`config.mk`:
```
export PLATFORM = sky130hd
export DESIGN_NAME = pbw_window
export DESIGN_NICKNAME = d
export VERILOG_FILES = /design/src/common/pbw_pkg.sv /design/src/rtl/pbw_fifo.sv /design/src/rtl/pbw_window.sv
export SDC_FILE = /design/constraint.sdc
export NUM_CORES = 1
export LEC_CHECK = 0
export BUFFER_PORTS_ARGS = -buffer_cell sky130_fd_sc_hd__buf_4
export CAP_MARGIN = 20
export CORE_MARGIN = 2
export CORE_UTILIZATION = 47
export DETAILED_ROUTE_END_ITERATION = 6
export HOLD_SLACK_MARGIN = 0.06
export PLACE_DENSITY_LB_ADDON = 0.12
export SYNTH_ARGS = -nofsm -noshare
export SYNTH_HDL_FRONTEND = slang
export SYNTH_HIERARCHICAL = 1
export SYNTH_SLANG_ARGS = --single-unit
```
`constraint.sdc`:
```
create_clock -name ref_clk -period 6.85 [get_ports ref_clk]
set_clock_uncertainty 0.1 [all_clocks]
set_input_delay 1.37 -clock ref_clk [delete_from_list [all_inputs] [get_ports ref_clk]]
set_output_delay 1.37 -clock ref_clk [all_outputs]
set_load 0.01 [all_outputs]
```
`src/common/pbw_pkg.sv`:
```
// Contract
// - Selector one: use receive queue head packet
// - Selector zero: use packet number select
// - Read data valid within 1.218 us
// - Write data committed within 2.520 us
// - Sequential window access within 588 ns
// - Auto-advance reads sustain one per cycle
// - Write direction accepts writes at once
// - Low pointer holds offset bits 7:0
// - High pointer: selector, advance, direction, offset
// - Offset applied when high follows low
// - Read direction starts read prefetch at once
// - Low pointer reads last buffer address used
package pbw_pkg;
  // Register addresses on the core data bus
  localparam logic [15:0] ADDR_WINDOW   = 16'h6000;
  localparam logic [15:0] ADDR_OFF_LOW  = 16'h7f50;
  localparam logic [15:0] ADDR_OFF_HIGH = 16'h7f51;
  // Field positions of byte_offset_high
  localparam int HIGH_RCV_BIT  = 7;
  localparam int HIGH_AUTO_BIT = 6;
  localparam int HIGH_DIR_BIT  = 5;
  localparam int HIGH_OFF_MSB  = 2;
  // Widths, depths and reset values
  localparam int OFFSET_W = 11;
  localparam int PKT_W    = 8;
  localparam int DATA_W   = 8;
  localparam int FIFO_DEPTH = 4;
  localparam int FIFO_AW  = 2;
  localparam int FIFO_CW  = 3;
  localparam logic [3:0] FILL_DEEP    = 4'h4;
  localparam logic [3:0] FILL_SHALLOW = 4'h1;
  localparam logic [10:0] OFFSET_MAX  = 11'h4fd;
  localparam logic [10:0] OFFSET_RESET = 11'h000;
  localparam logic [7:0]  DATA_RESET  = 8'h00;
  localparam logic [1:0]  RR_RESET    = 2'h0;
  // Timing, longest times rounded down to cycles
  localparam int CLK_PERIOD_NS   = 8;
  localparam int READ_VALID_NS   = 1218;
  localparam int WRITE_COMMIT_NS = 2520;
  localparam int SEQ_ACCESS_NS   = 588;
  localparam int READ_VALID_CYC   = READ_VALID_NS / CLK_PERIOD_NS;
  localparam int WRITE_COMMIT_CYC = WRITE_COMMIT_NS / CLK_PERIOD_NS;
  localparam int SEQ_ACCESS_CYC   = SEQ_ACCESS_NS / CLK_PERIOD_NS;

  // Entry of the write FIFO
  typedef struct packed {
    logic [PKT_W-1:0]    pkt;
    logic [OFFSET_W-1:0] off;
    logic [DATA_W-1:0]   data;
  } pbw_wr_entry_type;

  // Command to the buffer RAM; read data returns the cycle after en
  typedef struct packed {
    logic                      en;
    logic                      we;
    logic [PKT_W+OFFSET_W-1:0] addr;
    logic [DATA_W-1:0]         wdata;
  } pbw_ram_cmd_type;

  // Offset advance, wrapping past the largest packet offset
  function automatic logic [10:0] pbw_next_offset(input logic [10:0] x);
    return (x == OFFSET_MAX) ? OFFSET_RESET : 11'(x + 11'h001);
  endfunction
endpackage

```
`src/rtl/pbw_fifo.sv`:
```
`timescale 1ns/10ps
`default_nettype none
module pbw_fifo #(
  parameter int WIDTH = 8
) (
  input  wire logic             ref_clk,
  input  wire logic             rstn,
  input  wire logic             ce,
  input  wire logic             flush,
  input  wire logic             push,
  input  wire logic [WIDTH-1:0] push_data,
  input  wire logic             pop,
  output logic      [WIDTH-1:0] head,
  output logic      [2:0]       count,
  output logic                  full,
  output logic                  empty
);
  logic [WIDTH-1:0] mem [pbw_pkg::FIFO_DEPTH];
  logic [1:0] wp;
  logic [1:0] rp;
  logic [2:0] cnt;
  logic [1:0] next_wp;
  logic [1:0] next_rp;
  logic [2:0] next_cnt;
  logic       do_push;
  logic       do_pop;

  // Pointer update; flush wins so stale bytes never leak out
  always_comb begin
    do_push  = push && (!full || pop) && !flush;
    do_pop   = pop && !empty && !flush;
    next_wp  = flush ? 2'h0 : (do_push ? 2'(wp + 2'h1) : wp);
    next_rp  = flush ? 2'h0 : (do_pop ? 2'(rp + 2'h1) : rp);
    next_cnt = flush ? 3'h0 :
               3'(cnt + {2'h0, do_push} - {2'h0, do_pop});
  end

  always_ff @(posedge ref_clk or negedge rstn) begin
    if (!rstn) begin
      wp  <= 2'h0;
      rp  <= 2'h0;
      cnt <= 3'h0;
    end else if (ce) begin
      wp  <= next_wp;
      rp  <= next_rp;
      cnt <= next_cnt;
    end
  end

  // Storage has no reset; head always shows mem[rp], even while the FIFO is empty
  always_ff @(posedge ref_clk) begin
    if (ce && do_push) begin
      mem[wp] <= push_data;
    end
  end

  assign head  = mem[rp];
  assign count = cnt;
  assign full  = (cnt == 3'(pbw_pkg::FIFO_DEPTH));
  assign empty = (cnt == 3'h0);
endmodule // pbw_fifo
`default_nettype wire

```
`src/rtl/pbw_window.sv`:
```
`timescale 1ns/10ps
`default_nettype none
module pbw_window (
  input  wire logic                   ref_clk,
  input  wire logic                   rstn,
  input  wire logic                   ce,
  input  wire logic [15:0]            mcu_addr,
  input  wire logic                   mcu_wr,
  input  wire logic                   mcu_rd,
  input  wire logic [7:0]             mcu_wdata,
  output logic      [7:0]             mcu_rdata,
  input  wire logic [7:0]             packet_number_select,
  input  wire logic [7:0]             rxq_head,
  input  wire logic                   sie_req,
  input  wire logic                   dma_req,
  output logic                        sie_gnt,
  output logic                        dma_gnt,
  output pbw_pkg::pbw_ram_cmd_type    ram_cmd,
  input  wire logic [7:0]             ram_rdata,
  output logic                        read_ready,
  output logic                        write_busy
);
  localparam int RD_BOUND  = pbw_pkg::READ_VALID_CYC;
  localparam int WR_BOUND  = pbw_pkg::WRITE_COMMIT_CYC;
  localparam int SEQ_BOUND = pbw_pkg::SEQ_ACCESS_CYC;

  // Registered state
  logic        receive_queue_selector;
  logic        auto_advance;
  logic        dir_read;
  logic [10:0] ptr;
  logic [7:0]  low_stage;
  logic        low_pending;
  logic [10:0] last_used;
  logic [10:0] fetch_ptr;
  logic [7:0]  fetch_pkt;
  logic        infl1;
  logic        infl2;
  logic [1:0]  rr;
  // Next values
  logic        next_rcv;
  logic        next_auto;
  logic        next_dir;
  logic [10:0] next_ptr;
  logic [7:0]  next_low_stage;
  logic        next_low_pending;
  logic [10:0] next_last_used;
  logic [10:0] next_fetch_ptr;
  logic [7:0]  next_fetch_pkt;
  logic        next_infl1;
  logic        next_infl2;
  logic [1:0]  next_rr;
  logic [7:0]  next_mcu_rdata;
  logic        next_sie_gnt;
  logic        next_dma_gnt;
  pbw_pkg::pbw_ram_cmd_type next_ram_cmd;
  // Decode and datapath terms
  logic        wr_win;
  logic        rd_win;
  logic        wr_low;
  logic        wr_high;
  logic        start_fill;
  logic [10:0] new_ptr;
  logic [7:0]  sel_pkt;
  logic [3:0]  occupancy;
  logic        fetch_need;
  logic        win_req;
  logic        win_gnt;
  logic [2:0]  req;
  logic [1:0]  idx;
  logic [1:0]  gsel;
  logic        found;
  // FIFO ports
  pbw_pkg::pbw_wr_entry_type wf_push_data;
  pbw_pkg::pbw_wr_entry_type wf_head;
  logic [$bits(pbw_pkg::pbw_wr_entry_type)-1:0] wf_head_bits;
  logic        wf_empty;
  logic        wf_full;
  logic        wf_pop;
  logic        rf_push;
  logic        rf_pop;
  logic        rf_empty;
  logic [2:0]  rf_count;
  logic [7:0]  rf_head;

  // Write FIFO: core writes queue here until the arbiter commits them
  pbw_fifo #(
    .WIDTH($bits(pbw_pkg::pbw_wr_entry_type))
  ) u_wr_fifo (
    .ref_clk  (ref_clk),
    .rstn     (rstn),
    .ce       (ce),
    .flush    (1'b0),
    .push     (wr_win && !dir_read),
    .push_data(wf_push_data),
    .pop      (wf_pop),
    .head     (wf_head_bits),
    .count    (),
    .full     (wf_full),
    .empty    (wf_empty)
  );
  assign wf_head = pbw_pkg::pbw_wr_entry_type'(wf_head_bits);

  // Read FIFO: prefetched bytes wait for the core here
  pbw_fifo #(
    .WIDTH(8)
  ) u_rd_fifo (
    .ref_clk  (ref_clk),
    .rstn     (rstn),
    .ce       (ce),
    .flush    (start_fill),
    .push     (rf_push),
    .push_data(ram_rdata),
    .pop      (rf_pop),
    .head     (rf_head),
    .count    (rf_count),
    .full     (),
    .empty    (rf_empty)
  );

  // Bus decode and packet selection
  always_comb begin
    wr_win  = mcu_wr && (mcu_addr == pbw_pkg::ADDR_WINDOW);
    rd_win  = mcu_rd && (mcu_addr == pbw_pkg::ADDR_WINDOW);
    wr_low  = mcu_wr && (mcu_addr == pbw_pkg::ADDR_OFF_LOW);
    wr_high = mcu_wr && (mcu_addr == pbw_pkg::ADDR_OFF_HIGH);
    sel_pkt = receive_queue_selector ? rxq_head : packet_number_select;
    new_ptr = low_pending ? {mcu_wdata[pbw_pkg::HIGH_OFF_MSB:0], low_stage}
                          : ptr;
    start_fill = wr_high && mcu_wdata[pbw_pkg::HIGH_DIR_BIT];
    wf_push_data = '{pkt: sel_pkt, off: ptr, data: mcu_wdata};
    rf_pop  = rd_win && dir_read && auto_advance;
  end

  // Prefetch demand: deep in auto-advance, one byte otherwise
  always_comb begin
    occupancy  = 4'(rf_count) + {3'h0, infl1} + {3'h0, infl2};
    fetch_need = dir_read && wf_empty && !start_fill &&
                 (occupancy < (auto_advance ? pbw_pkg::FILL_DEEP
                                            : pbw_pkg::FILL_SHALLOW));
    win_req    = (!wf_empty || fetch_need) && !start_fill;
    rf_push    = infl2 && !start_fill;
  end

  // Rotating priority so no requester waits more than two slots
  always_comb begin
    req   = {dma_req, sie_req, win_req};
    found = 1'b0;
    gsel  = 2'h0;
    idx   = 2'h0;
    for (int i = 0; i < 3; i++) begin
      idx = 2'((int'(rr) + i) % 3);
      if (!found && req[idx]) begin
        found = 1'b1;
        gsel  = idx;
      end
    end
    win_gnt      = found && (gsel == 2'h0);
    next_sie_gnt = found && (gsel == 2'h1);
    next_dma_gnt = found && (gsel == 2'h2);
    next_rr      = found ? ((gsel == 2'h2) ? 2'h0 : 2'(gsel + 2'h1)) : rr;
    wf_pop       = win_gnt && !wf_empty;
  end

  // Register file, pointer and RAM command next values
  always_comb begin
    next_rcv         = receive_queue_selector;
    next_auto        = auto_advance;
    next_dir         = dir_read;
    next_ptr         = ptr;
    next_low_stage   = low_stage;
    next_low_pending = low_pending;
    next_last_used   = last_used;
    next_fetch_ptr   = fetch_ptr;
    next_fetch_pkt   = fetch_pkt;
    next_mcu_rdata   = mcu_rdata;
    next_infl1       = win_gnt && wf_empty && !start_fill;
    next_infl2       = infl1 && !start_fill;
    next_ram_cmd     = '{en: win_gnt, we: !wf_empty,
                         addr: {fetch_pkt, fetch_ptr},
                         wdata: wf_head.data};
    if (!wf_empty) begin
      next_ram_cmd.addr = {wf_head.pkt, wf_head.off};
    end
    // Readback is the offset of the last real RAM access
    if (win_gnt) begin
      next_last_used = next_ram_cmd.addr[10:0];
      if (wf_empty && auto_advance) begin
        next_fetch_ptr = pbw_pkg::pbw_next_offset(fetch_ptr);
      end
    end
    if (wr_low) begin
      next_low_stage   = mcu_wdata;
      next_low_pending = 1'b1;
    end
    if (wr_high) begin
      next_rcv         = mcu_wdata[pbw_pkg::HIGH_RCV_BIT];
      next_auto        = mcu_wdata[pbw_pkg::HIGH_AUTO_BIT];
      next_dir         = mcu_wdata[pbw_pkg::HIGH_DIR_BIT];
      next_ptr         = new_ptr;
      next_low_pending = 1'b0;
      next_fetch_ptr   = new_ptr;
      next_fetch_pkt   = mcu_wdata[pbw_pkg::HIGH_RCV_BIT] ? rxq_head
                                                          : packet_number_select;
    end
    // Each window read, and each window write in write direction, advances the pointer when auto-advance is on
    if ((wr_win && !dir_read) || rd_win) begin
      if (auto_advance) begin
        next_ptr = pbw_pkg::pbw_next_offset(ptr);
      end
    end
    if (mcu_rd) begin
      unique case (mcu_addr)
        pbw_pkg::ADDR_WINDOW:   next_mcu_rdata = dir_read ? rf_head
                                                          : pbw_pkg::DATA_RESET;
        pbw_pkg::ADDR_OFF_LOW:  next_mcu_rdata = last_used[7:0];
        pbw_pkg::ADDR_OFF_HIGH: next_mcu_rdata = {receive_queue_selector,
                                  auto_advance, dir_read, 2'h0,
                                  ptr[10:8]};
        default:                next_mcu_rdata = pbw_pkg::DATA_RESET;
      endcase
    end
  end

  always_ff @(posedge ref_clk or negedge rstn) begin
    if (!rstn) begin
      receive_queue_selector <= 1'b0;
      auto_advance <= 1'b0;
      dir_read     <= 1'b0;
      ptr          <= pbw_pkg::OFFSET_RESET;
      low_stage    <= pbw_pkg::DATA_RESET;
      low_pending  <= 1'b0;
      last_used    <= pbw_pkg::OFFSET_RESET;
      fetch_ptr    <= pbw_pkg::OFFSET_RESET;
      fetch_pkt    <= pbw_pkg::DATA_RESET;
      infl1        <= 1'b0;
      infl2        <= 1'b0;
      rr           <= pbw_pkg::RR_RESET;
      mcu_rdata    <= pbw_pkg::DATA_RESET;
      sie_gnt      <= 1'b0;
      dma_gnt      <= 1'b0;
      ram_cmd      <= '0;
      read_ready   <= 1'b0;
      write_busy   <= 1'b0;
    end else if (ce) begin
      receive_queue_selector <= next_rcv;
      auto_advance <= next_auto;
      dir_read     <= next_dir;
      ptr          <= next_ptr;
      low_stage    <= next_low_stage;
      low_pending  <= next_low_pending;
      last_used    <= next_last_used;
      fetch_ptr    <= next_fetch_ptr;
      fetch_pkt    <= next_fetch_pkt;
      infl1        <= next_infl1;
      infl2        <= next_infl2;
      rr           <= next_rr;
      mcu_rdata    <= next_mcu_rdata;
      sie_gnt      <= next_sie_gnt;
      dma_gnt      <= next_dma_gnt;
      ram_cmd      <= next_ram_cmd;
      read_ready   <= !rf_empty;
      write_busy   <= !wf_empty;
    end
  end

  // Wait counters for the timing checks
  logic [9:0] wr_busy_cyc;
  logic [9:0] win_wait_cyc;
  always_ff @(posedge ref_clk or negedge rstn) begin
    if (!rstn) begin
      wr_busy_cyc  <= 10'h000;
      win_wait_cyc <= 10'h000;
    end else if (ce) begin
      wr_busy_cyc  <= wf_pop ? 10'h000 : (!wf_empty ? 10'(wr_busy_cyc + 10'h1)
                                                    : 10'h000);
      win_wait_cyc <= (win_req && !win_gnt) ? 10'(win_wait_cyc + 10'h1)
                                            : 10'h000;
    end
  end

  property p_rcv_head;
    @(posedge ref_clk) disable iff (!rstn)
    (ce && wr_high && mcu_wdata[7]) |=> (fetch_pkt == $past(rxq_head));
  endproperty
  a_rcv_head: assert property (p_rcv_head) else $error("head packet not used");
  property p_pns_sel;
    @(posedge ref_clk) disable iff (!rstn)
    (ce && wr_win && !dir_read && !receive_queue_selector) |->
      (wf_push_data.pkt == packet_number_select);
  endproperty
  a_pns_sel: assert property (p_pns_sel) else $error("wrong write packet");
  // Bounded by the 1.218 us read valid limit (152 cycles), not by the usual few cycles
  property p_read_valid;
    @(posedge ref_clk) disable iff (!rstn || !ce)
    (start_fill && wf_empty) |-> ##[1:RD_BOUND] read_ready;
  endproperty
  a_read_valid: assert property (p_read_valid) else $error("read fifo slow");
  property p_fill_time;
    @(posedge ref_clk) disable iff (!rstn || !ce)
    (start_fill && !wf_empty == 1'b0) ##1 !mcu_wr [*8] |-> read_ready;
  endproperty
  a_fill_time: assert property (p_fill_time) else $error("read data late");
  property p_commit;
    @(posedge ref_clk) disable iff (!rstn)
    wr_busy_cyc <= 10'(WR_BOUND);
  endproperty
  a_commit: assert property (p_commit) else $error("write commit late");
  property p_seq;
    @(posedge ref_clk) disable iff (!rstn)
    win_wait_cyc < 10'(SEQ_BOUND);
  endproperty
  a_seq: assert property (p_seq) else $error("window access late");
  property p_arb;
    @(posedge ref_clk) disable iff (!rstn || !ce)
    win_req |-> ##[0:2] win_gnt;
  endproperty
  a_arb: assert property (p_arb) else $error("window starved");
  property p_ptr_apply;
    @(posedge ref_clk) disable iff (!rstn)
    (ce && wr_high && low_pending) |=>
      (ptr == {$past(mcu_wdata[2:0]), $past(low_stage)}) && !low_pending;
  endproperty
  a_ptr_apply: assert property (p_ptr_apply) else $error("offset not applied");
  property p_ptr_hold;
    @(posedge ref_clk) disable iff (!rstn)
    (ce && wr_high && !low_pending) |=> (ptr == $past(ptr));
  endproperty
  a_ptr_hold: assert property (p_ptr_hold) else $error("offset moved");
  property p_advance;
    @(posedge ref_clk) disable iff (!rstn)
    (ce && rd_win && auto_advance) |=>
      (ptr == pbw_pkg::pbw_next_offset($past(ptr)));
  endproperty
  a_advance: assert property (p_advance) else $error("no auto-advance");
  property p_write_take;
    @(posedge ref_clk) disable iff (!rstn)
    (ce && wr_win && !dir_read && !wf_full) |=> ##1 write_busy;
  endproperty
  a_write_take: assert property (p_write_take) else $error("write dropped");
  property p_high_read;
    @(posedge ref_clk) disable iff (!rstn)
    (ce && mcu_rd && mcu_addr == pbw_pkg::ADDR_OFF_HIGH) |=>
      (mcu_rdata[7:5] == $past({receive_queue_selector, auto_advance,
                                dir_read})) && (mcu_rdata[2:0] == $past(ptr[10:8]));
  endproperty
  a_high_read: assert property (p_high_read) else $error("high readback");
  property p_last_used;
    @(posedge ref_clk) disable iff (!rstn)
    ram_cmd.en |-> (last_used == ram_cmd.addr[10:0]);
  endproperty
  a_last_used: assert property (p_last_used) else $error("readback stale");
  property p_fill_start;
    @(posedge ref_clk) disable iff (!rstn)
    (ce && start_fill) |=> (fetch_ptr == ptr) && dir_read;
  endproperty
  a_fill_start: assert property (p_fill_start) else $error("fill not started");
  c_read: cover property (@(posedge ref_clk) start_fill ##[1:40] rf_pop);
  c_write: cover property (@(posedge ref_clk) wf_pop && ram_cmd.en);
  c_contend: cover property (@(posedge ref_clk) sie_req && dma_req && win_req);
endmodule // pbw_window
`default_nettype wire

```
==> run_results.csv, run 1 <==
group,metric,value,unit
critical_path,r2r_end,"u_wr_fifo/count[2]",
floorplanning,io_pins,96,
critical_path,r2r_slack,1.20,ns
routing,routedWlPerCell,19.8,um
synthesis,synthesis.nets,928,
floorplanning,die_area,0.0257,mm2
critical_path,cp.arrival,5.95,ns
critical_path,cp_common_cell,"inv_1",
grt,antenna_found_initial,0,
synthesis,syn_avg_cell_area,13.5,um2
critical_path,cp-end-kind,"register",
power_and_ir_drop,p_leak,5.43,nW
critical_path,start_kind,"register",
clock_network,worstSkewPairLatency,0.53,ns
clock_network,cts_max_level,1,
worst_hold_path,hold_class,"reg2reg",
floorplanning,start_util,47.5,%
worst_hold_path,holdPathStages,1,
critical_path,crit_buf_inv,4,
synthesis,synth.cell_area,0.0115,mm2
sta,fmax,177,MHz
power_and_ir_drop,power,0.00457,W
critical_path,r2r_start,"u_rd_fifo/count[0]",
placed_design,place_congestion,0.829,
critical_path,crit_type,"reg2reg",
synthesis,syn_inst,849,
sta,setup_violations,0,
floorplanning,rows,57,
routing,drc,0,
sta,tightest_slew,0.991,ns
clock_network,clock-sinks,248,
critical_path,crit_family,"compound AO/OA/AOI/OAI gates",
clock_network,clk_pin_slew,0.06,ns
clock_network,cts_max_path_buffers,3,
power_and_ir_drop,p_int,0.00320,W
cells_and_area,nets,1020,
power_and_ir_drop,peakVddDrop,0.268,mV
grt,grt_pass1_wl,41400,um
grt,grt.overflow.total,0,
floorplanning,fp.dieH,160,um
critical_path,cp_cell_sequence,"inv_1, fa_1, inv_1, ha_1, or3b_2, a2111oi_4, o22ai_4, o31ai_2, mux2i_2, o22ai_1, nor2_1, or4b_4, nand2_1, ha_1, inv_1, ha_1, inv_1, fa_1, xor2_1, mux2i_1, o22ai_1",
outcome,status,"complete, no violations",
critical_path,cp_max_fo,7,
worst_hold_path,whs_endpoint,"ram_cmd[9]",
power_and_ir_drop,p_sw,0.00138,W
floorplanning,core-area,0.0242,mm2
sta,slew_viol_final,0,
sta,timing.setup.tns,0,ns
sta,rsz0062_at_grt,"false",
power_and_ir_drop,clkPwrFrac,33.7,%
clock_network,tritoncts,"done",
grt,grt_max_degree,67,
cells_and_area,diodes,0,
clock_network,cts_buffers,27,
clock_network,cts-resized-gates,0,
sta,hold_violations,0,
power_and_ir_drop,power_frac_comb,25.8,%
sta,finalCritPeriodShare,82.5,%
clock_network,postCtsHoldBufs,0,
synthesis,ys_warn_count,6,
clock_network,cts_root_buffer,"clkbuf_16",
routing,drt_iter0_markers,703,
placed_design,port_buffers,95,
grt,grt_pass1_vias,7337,
critical_path,slowest_stage,"or4b_4",
sta,slew_headroom,33.7,%
power_and_ir_drop,p_sw_share,30.1,%
floorplanning,fp.dieW,160,um
routing,via_per_inst,5.64,
cells_and_area,drive_gt1_share,26.4,%
run,cap_violations,0,
routing,vias,7253,
critical_path,cp.required,7.15,ns
placed_design,dp_hpwl,17100,um
routing,detail-route-antenna-nets,0,
cells_and_area,areaGrowthSynthToFinish,17.1,%
sta,fin_crit,5.65,ns
routing,dr.pass1.iters,5,
routing,wirelength,25500,um
power_and_ir_drop,p_seq_share,40.5,%
critical_path,slowest_delay,0.53,ns
grt,grt_util_all_layers,20.4,%
critical_path,reg2reg_depth,21,
power_and_ir_drop,powerDensity,340,mW/mm2
worst_hold_path,hp-start,"ram_cmd[9]",
clock_network,postCtsSetupBuffers,0,
## sequential cells by signal, summed over array words and instances, names as in the netlist, 2 cells and up
name             cells
fetch_pkt            8
fetch_ptr           11
last_used            8
low_stage            8
mcu_rdata            8
ptr                 11
ram_cmd             28
rr                   2
u_rd_fifo/count      3
u_rd_fifo/mem       32
u_rd_fifo/rp         2
u_rd_fifo/wp         2
u_wr_fifo/count      3
u_wr_fifo/mem      108
u_wr_fifo/rp         2
u_wr_fifo/wp         2
## per-stage QoR
step / utilization (%) / instances / hold WS (ns) / worst slack (ns) / instance area, um2
final: 55.6 / 1286 / 0.386 / 1.20 / 13500
after global routing: 55.6 / 1286 / 0.404 / 0.941 / 13500
after CTS: 55.6 / 1286 / 0.390 / 1.20 / 13500
after detailed placement: 51.7 / 1236 / 0.374 / 0.789 / 12500
after global placement: 51.7 / 1236 / 0.366 / 0.868 / 12500
after floorplan: - / 849 / 0.350 / 1.09 / 11500
## per-layer routing
metal,share of wire (%),GRT usage (%),up-vias
li1,-,-,3390
met1,46,30.2,3626
met2,47,32.5,201
met3,4.8,2.56,36
met4,2.1,5.32,0
met5,0,0,-
## layout make-up
cell class | instances | area (um2)
Sequential cell | 248 | 6910
Fill cell | 1993 | 10700
Clock buffer | 30 | 697
Timing Repair Buffer | 104 | 781
Inverter | 38 | 143
Clock inverter | 20 | 265
Tap cell | 324 | 405
Multi-Input combinational cell | 522 | 4260
## how the worst max path moves through the flow
stage / endpoint / cells after the start / slack, ns / start
finish: u_wr_fifo/count[2] / 21 / 1.20 / u_rd_fifo/count[0]
global route: u_wr_fifo/count[2] / 21 / 0.94 / u_rd_fifo/count[0]
CTS: u_wr_fifo/count[2] / 21 / 1.20 / u_rd_fifo/count[0]
detailed placement: u_wr_fifo/count[2] / 18 / 0.79 / mcu_addr[5]
global placement: u_wr_fifo/count[2] / 18 / 0.87 / mcu_addr[5]
floorplan: u_wr_fifo/count[2] / 18 / 1.09 / mcu_addr[5]
## power by group through the flow
stage | Sequential (W) | Combinational [W] | Clock (W)
finish | 0.00185 | 0.00118 | 0.00154
floorplan | 0.00184 | 0.000870 | 0
CTS | 0.00185 | 0.00119 | 0.00158
detailed placement | 0.00188 | 0.00119 | 0
global route | 0.00187 | 0.00131 | 0.00164
global placement | 0.00188 | 0.00117 | 0
## cells in the final DEF, fill, tap and decap left out, types with 5 or more instances in the layout
| master | n |
|---|---|
| a22o_1 | 5 |
| o21a_1 | 5 |
| mux2_2 | 30 |
| clkbuf_16 | 27 |
| and2_1 | 7 |
| edfxtp_1 | 140 |
| mux2i_1 | 43 |
| xor2_1 | 7 |
| buf_4 | 104 |
| nand2b_1 | 9 |
| o211ai_1 | 9 |
| nand3_1 | 30 |
| o21ai_0 | 43 |
| o22ai_1 | 10 |
| nor2b_1 | 8 |
| nor3_1 | 7 |
| mux4_2 | 35 |
| ha_1 | 21 |
| a21oi_1 | 40 |
| inv_1 | 38 |
| nand2_1 | 58 |
| nor2_1 | 50 |
| dfrtp_1 | 107 |
| bufinv_16 | 5 |
| and3_1 | 11 |
No activity file was read; power rests on OpenSTA's default activity.
==> inputs of run 2 (changes only) <==
clock period = 4.6 ns   (was 6.85 ns; I/O delays follow)
==> run 2 against run 1 <==
Against the previous run:
- combinational power up 88%
- register-to-register slack worse by 1.4 ns
- the flow now finishes with violations (setup timing)
- highest routed layer unchanged
- final cell count up 3.4%
- global-route usage decreased by 0.061 points
- wire length rose by 2.1%
- first-iteration DRC count decreased by 33%
- non-clock buffer count rose by 46
- via count up 2.3%
- critical path depth grew 2
==> run_results.csv, run 2 (synthesized netlist as in run 1, its figures left out) <==
group,metric,value,unit
sta,holdWs,0.348,ns
critical_path,r2r_start,"u_rd_fifo/count[0]",
outcome,status,"finished with violations",
critical_path,cp_cell_sequence,"inv_2, fa_2, inv_2, ha_4, xor2_2, ha_1, a2111oi_4, o22ai_4, o31ai_4, buf_4, nor3_4, o22ai_4, nor2_2, or4b_4, nand2_4, ha_4, inv_2, ha_4, inv_2, fa_2, xor2_2, mux2i_1, o22ai_1",
cells_and_area,design_area,0.0139,mm2
floorplanning,start_util,47.5,%
clock_network,clk_pin_slew,0.06,ns
critical_path,crit_type,"reg2reg",
grt,grt.overflow.total,0,
routing,routedWlPerCell,19.5,um
routing,drt_iter0_markers,473,
placed_design,placed_cell_area,0.0129,mm2
critical_path,reg2reg_depth,23,
routing,drc,0,
cells_and_area,reg.largest.list,"u_wr_fifo/mem (108), u_rd_fifo/mem (32), ram_cmd (28)",
clock_network,cts_buffers,26,
clock_network,clock-sinks,248,
clock_network,tritoncts,"done",
sta,tightest_slew,0.803,ns
floorplanning,rows,57,
cells_and_area,largest-register,"u_wr_fifo/mem",
clock_network,cts_root_buffer,"clkbuf_16",
routing,dr.pass1.iters,5,
grt,grt_util_all_layers,20.4,%
cells_and_area,largest_reg_flops,108,
power_and_ir_drop,powerDensity,503,mW/mm2
critical_path,cp.required,4.90,ns
critical_path,cp.arrival,5.07,ns
cells_and_area,nets,1065,
cells_and_area,layout.cells.most_common,"buf_4",
critical_path,cp_max_fo,4,
sta,slew_viol_final,0,
floorplanning,io_pins,96,
clock_network,cts_max_level,1,
cells_and_area,drive_gt1_share,30.6,%
cells_and_area,fill_cells,2003,
clock_network,cts_max_path_buffers,3,
routing,via_per_inst,5.58,
placed_design,port_buffers,95,
critical_path,slowest_delay,0.52,ns
grt,grt_pass1_vias,7367,
placed_design,dp_slack,-0.453,ns
sta,fmax,210,MHz
sta,hold_violations,0,
sta,slew_headroom,46.2,%
critical_path,cp_common_cell,"inv_2",
power_and_ir_drop,p_leak,5.62,nW
cells_and_area,fin_util,57.3,%
critical_path,r2r_end,"u_wr_fifo/count[2]",
clock_network,worstSkewPairLatency,0.53,ns
worst_hold_path,hold_class,"in2async",
sta,setup_violations,2,
sta,fin_crit,4.76,ns
sta,rsz0062_at_grt,"true",
floorplanning,fp.dieH,160,um
grt,grt_pass1_wl,41100,um
grt,grt_max_degree,59,
routing,detail-route-antenna-nets,0,
placed_design,dp_hpwl,17700,um
routing,wirelength,26000,um
routing,vias,7419,
cells_and_area,areaGrowthSynthToFinish,20.6,%
cells_and_area,diodes,0,
sta,setup_ws,-0.165,ns
grt,antenna_found_initial,0,
critical_path,slowest_stage,"or4b_4",
power_and_ir_drop,peakVddDrop,0.464,mV
placed_design,place_congestion,0.889,
critical_path,start_kind,"register",
critical_path,r2r_slack,-0.16,ns
critical_path,cp-end-kind,"register",
sta,finalCritPeriodShare,104,%
run,cap_violations,0,
power_and_ir_drop,power,0.00698,W
outcome,violations,"setup timing",
floorplanning,die_area,0.0257,mm2
floorplanning,fp.dieW,160,um
cells_and_area,mostFrequentLayoutCells,"buf_4 (145), edfxtp_1 (140), dfrtp_1 (106), nand2_1 (57), nor2_1 (48)",
floorplanning,core-area,0.0242,mm2
[run 2: changes by cell type in the layout (fill, tap and decap cells not counted), sizes merged]
cell / delta
buf: +46
bufinv: -4
clkbuf: +10
clkinv: -1
clkinvlp: -3
inv: -4
[run 2: report_power, final]
group	leakage [nW]	internal [W]	switching (W)	total, W
registers	2.64	0.00255	0.000182	0.00273
logic	2.57	0.00110	0.00111	0.00222
clock network	0.404	0.00120	0.000830	0.00203
total	5.62	0.00485	0.00213	0.00698
[run 2: area by class of cell]
cell class | instances | area [um2] | share of cell area (%)
clock buffers | 40 | 766 | 5.52
clock inverters | 8 | 65.1 | 0.469
inverters | 38 | 143 | 1.03
multi-input cells | 522 | 4390 | 31.6
flip-flops and latches | 248 | 6910 | 49.8
well taps | 324 | 405 | 2.92
repair buffers | 150 | 1190 | 8.57
[run 2: timing repair]
action	in CTS	in global routing
gates resized for setup	13	6
setup buffers	5	3
pin swaps	9	8
hold buffers	0	0
endpoints found under the setup margin	25	2
[run 2: metal layers]
| metal | track usage [%] | share of wire (%) | up-vias |
|---|---|---|---|
| met3 | 3.05 | 5.6 | 34 |
| met2 | 33.1 | 48 | 203 |
| met5 | 0 | 0 | - |
| met1 | 29.1 | 45 | 3714 |
| li1 | - | - | 3468 |
| met4 | 5.41 | 1.9 | 0 |
[run 2: how the worst max path moves through the flow]
stage	cells after the start	start	slack [ns]	end
finish	23	u_rd_fifo/count[0]	-0.16	u_wr_fifo/count[2]
global route	23	u_rd_fifo/count[0]	-0.35	u_wr_fifo/count[2]
CTS	22	u_rd_fifo/count[0]	-0.13	u_wr_fifo/count[2]
detailed placement	21	infl1	-0.45	u_wr_fifo/count[2]
global placement	18	mcu_addr[5]	-0.39	u_wr_fifo/count[2]
floorplan	17	mcu_addr[5]	-0.40	u_wr_fifo/count[1]
[run 2: through the flow]
stage | TNS, ns | cells
after floorplan | -0.775 | 849
after global placement | -0.784 | 1274
after detailed placement | -0.899 | 1274
after CTS | -0.263 | 1327
after global routing | -0.668 | 1330
final | -0.320 | 1330
[run 2: worst max-delay path: cells and delay by family, from the launching register on]
family          cells  cell delay, ns
compound gates      5            1.14
mux                 1            0.20
xor+xnor            2            0.22
flops               1            0.36
fa+ha+maj           6            1.50
simple gates        4            0.73
buf+inv             5            0.39
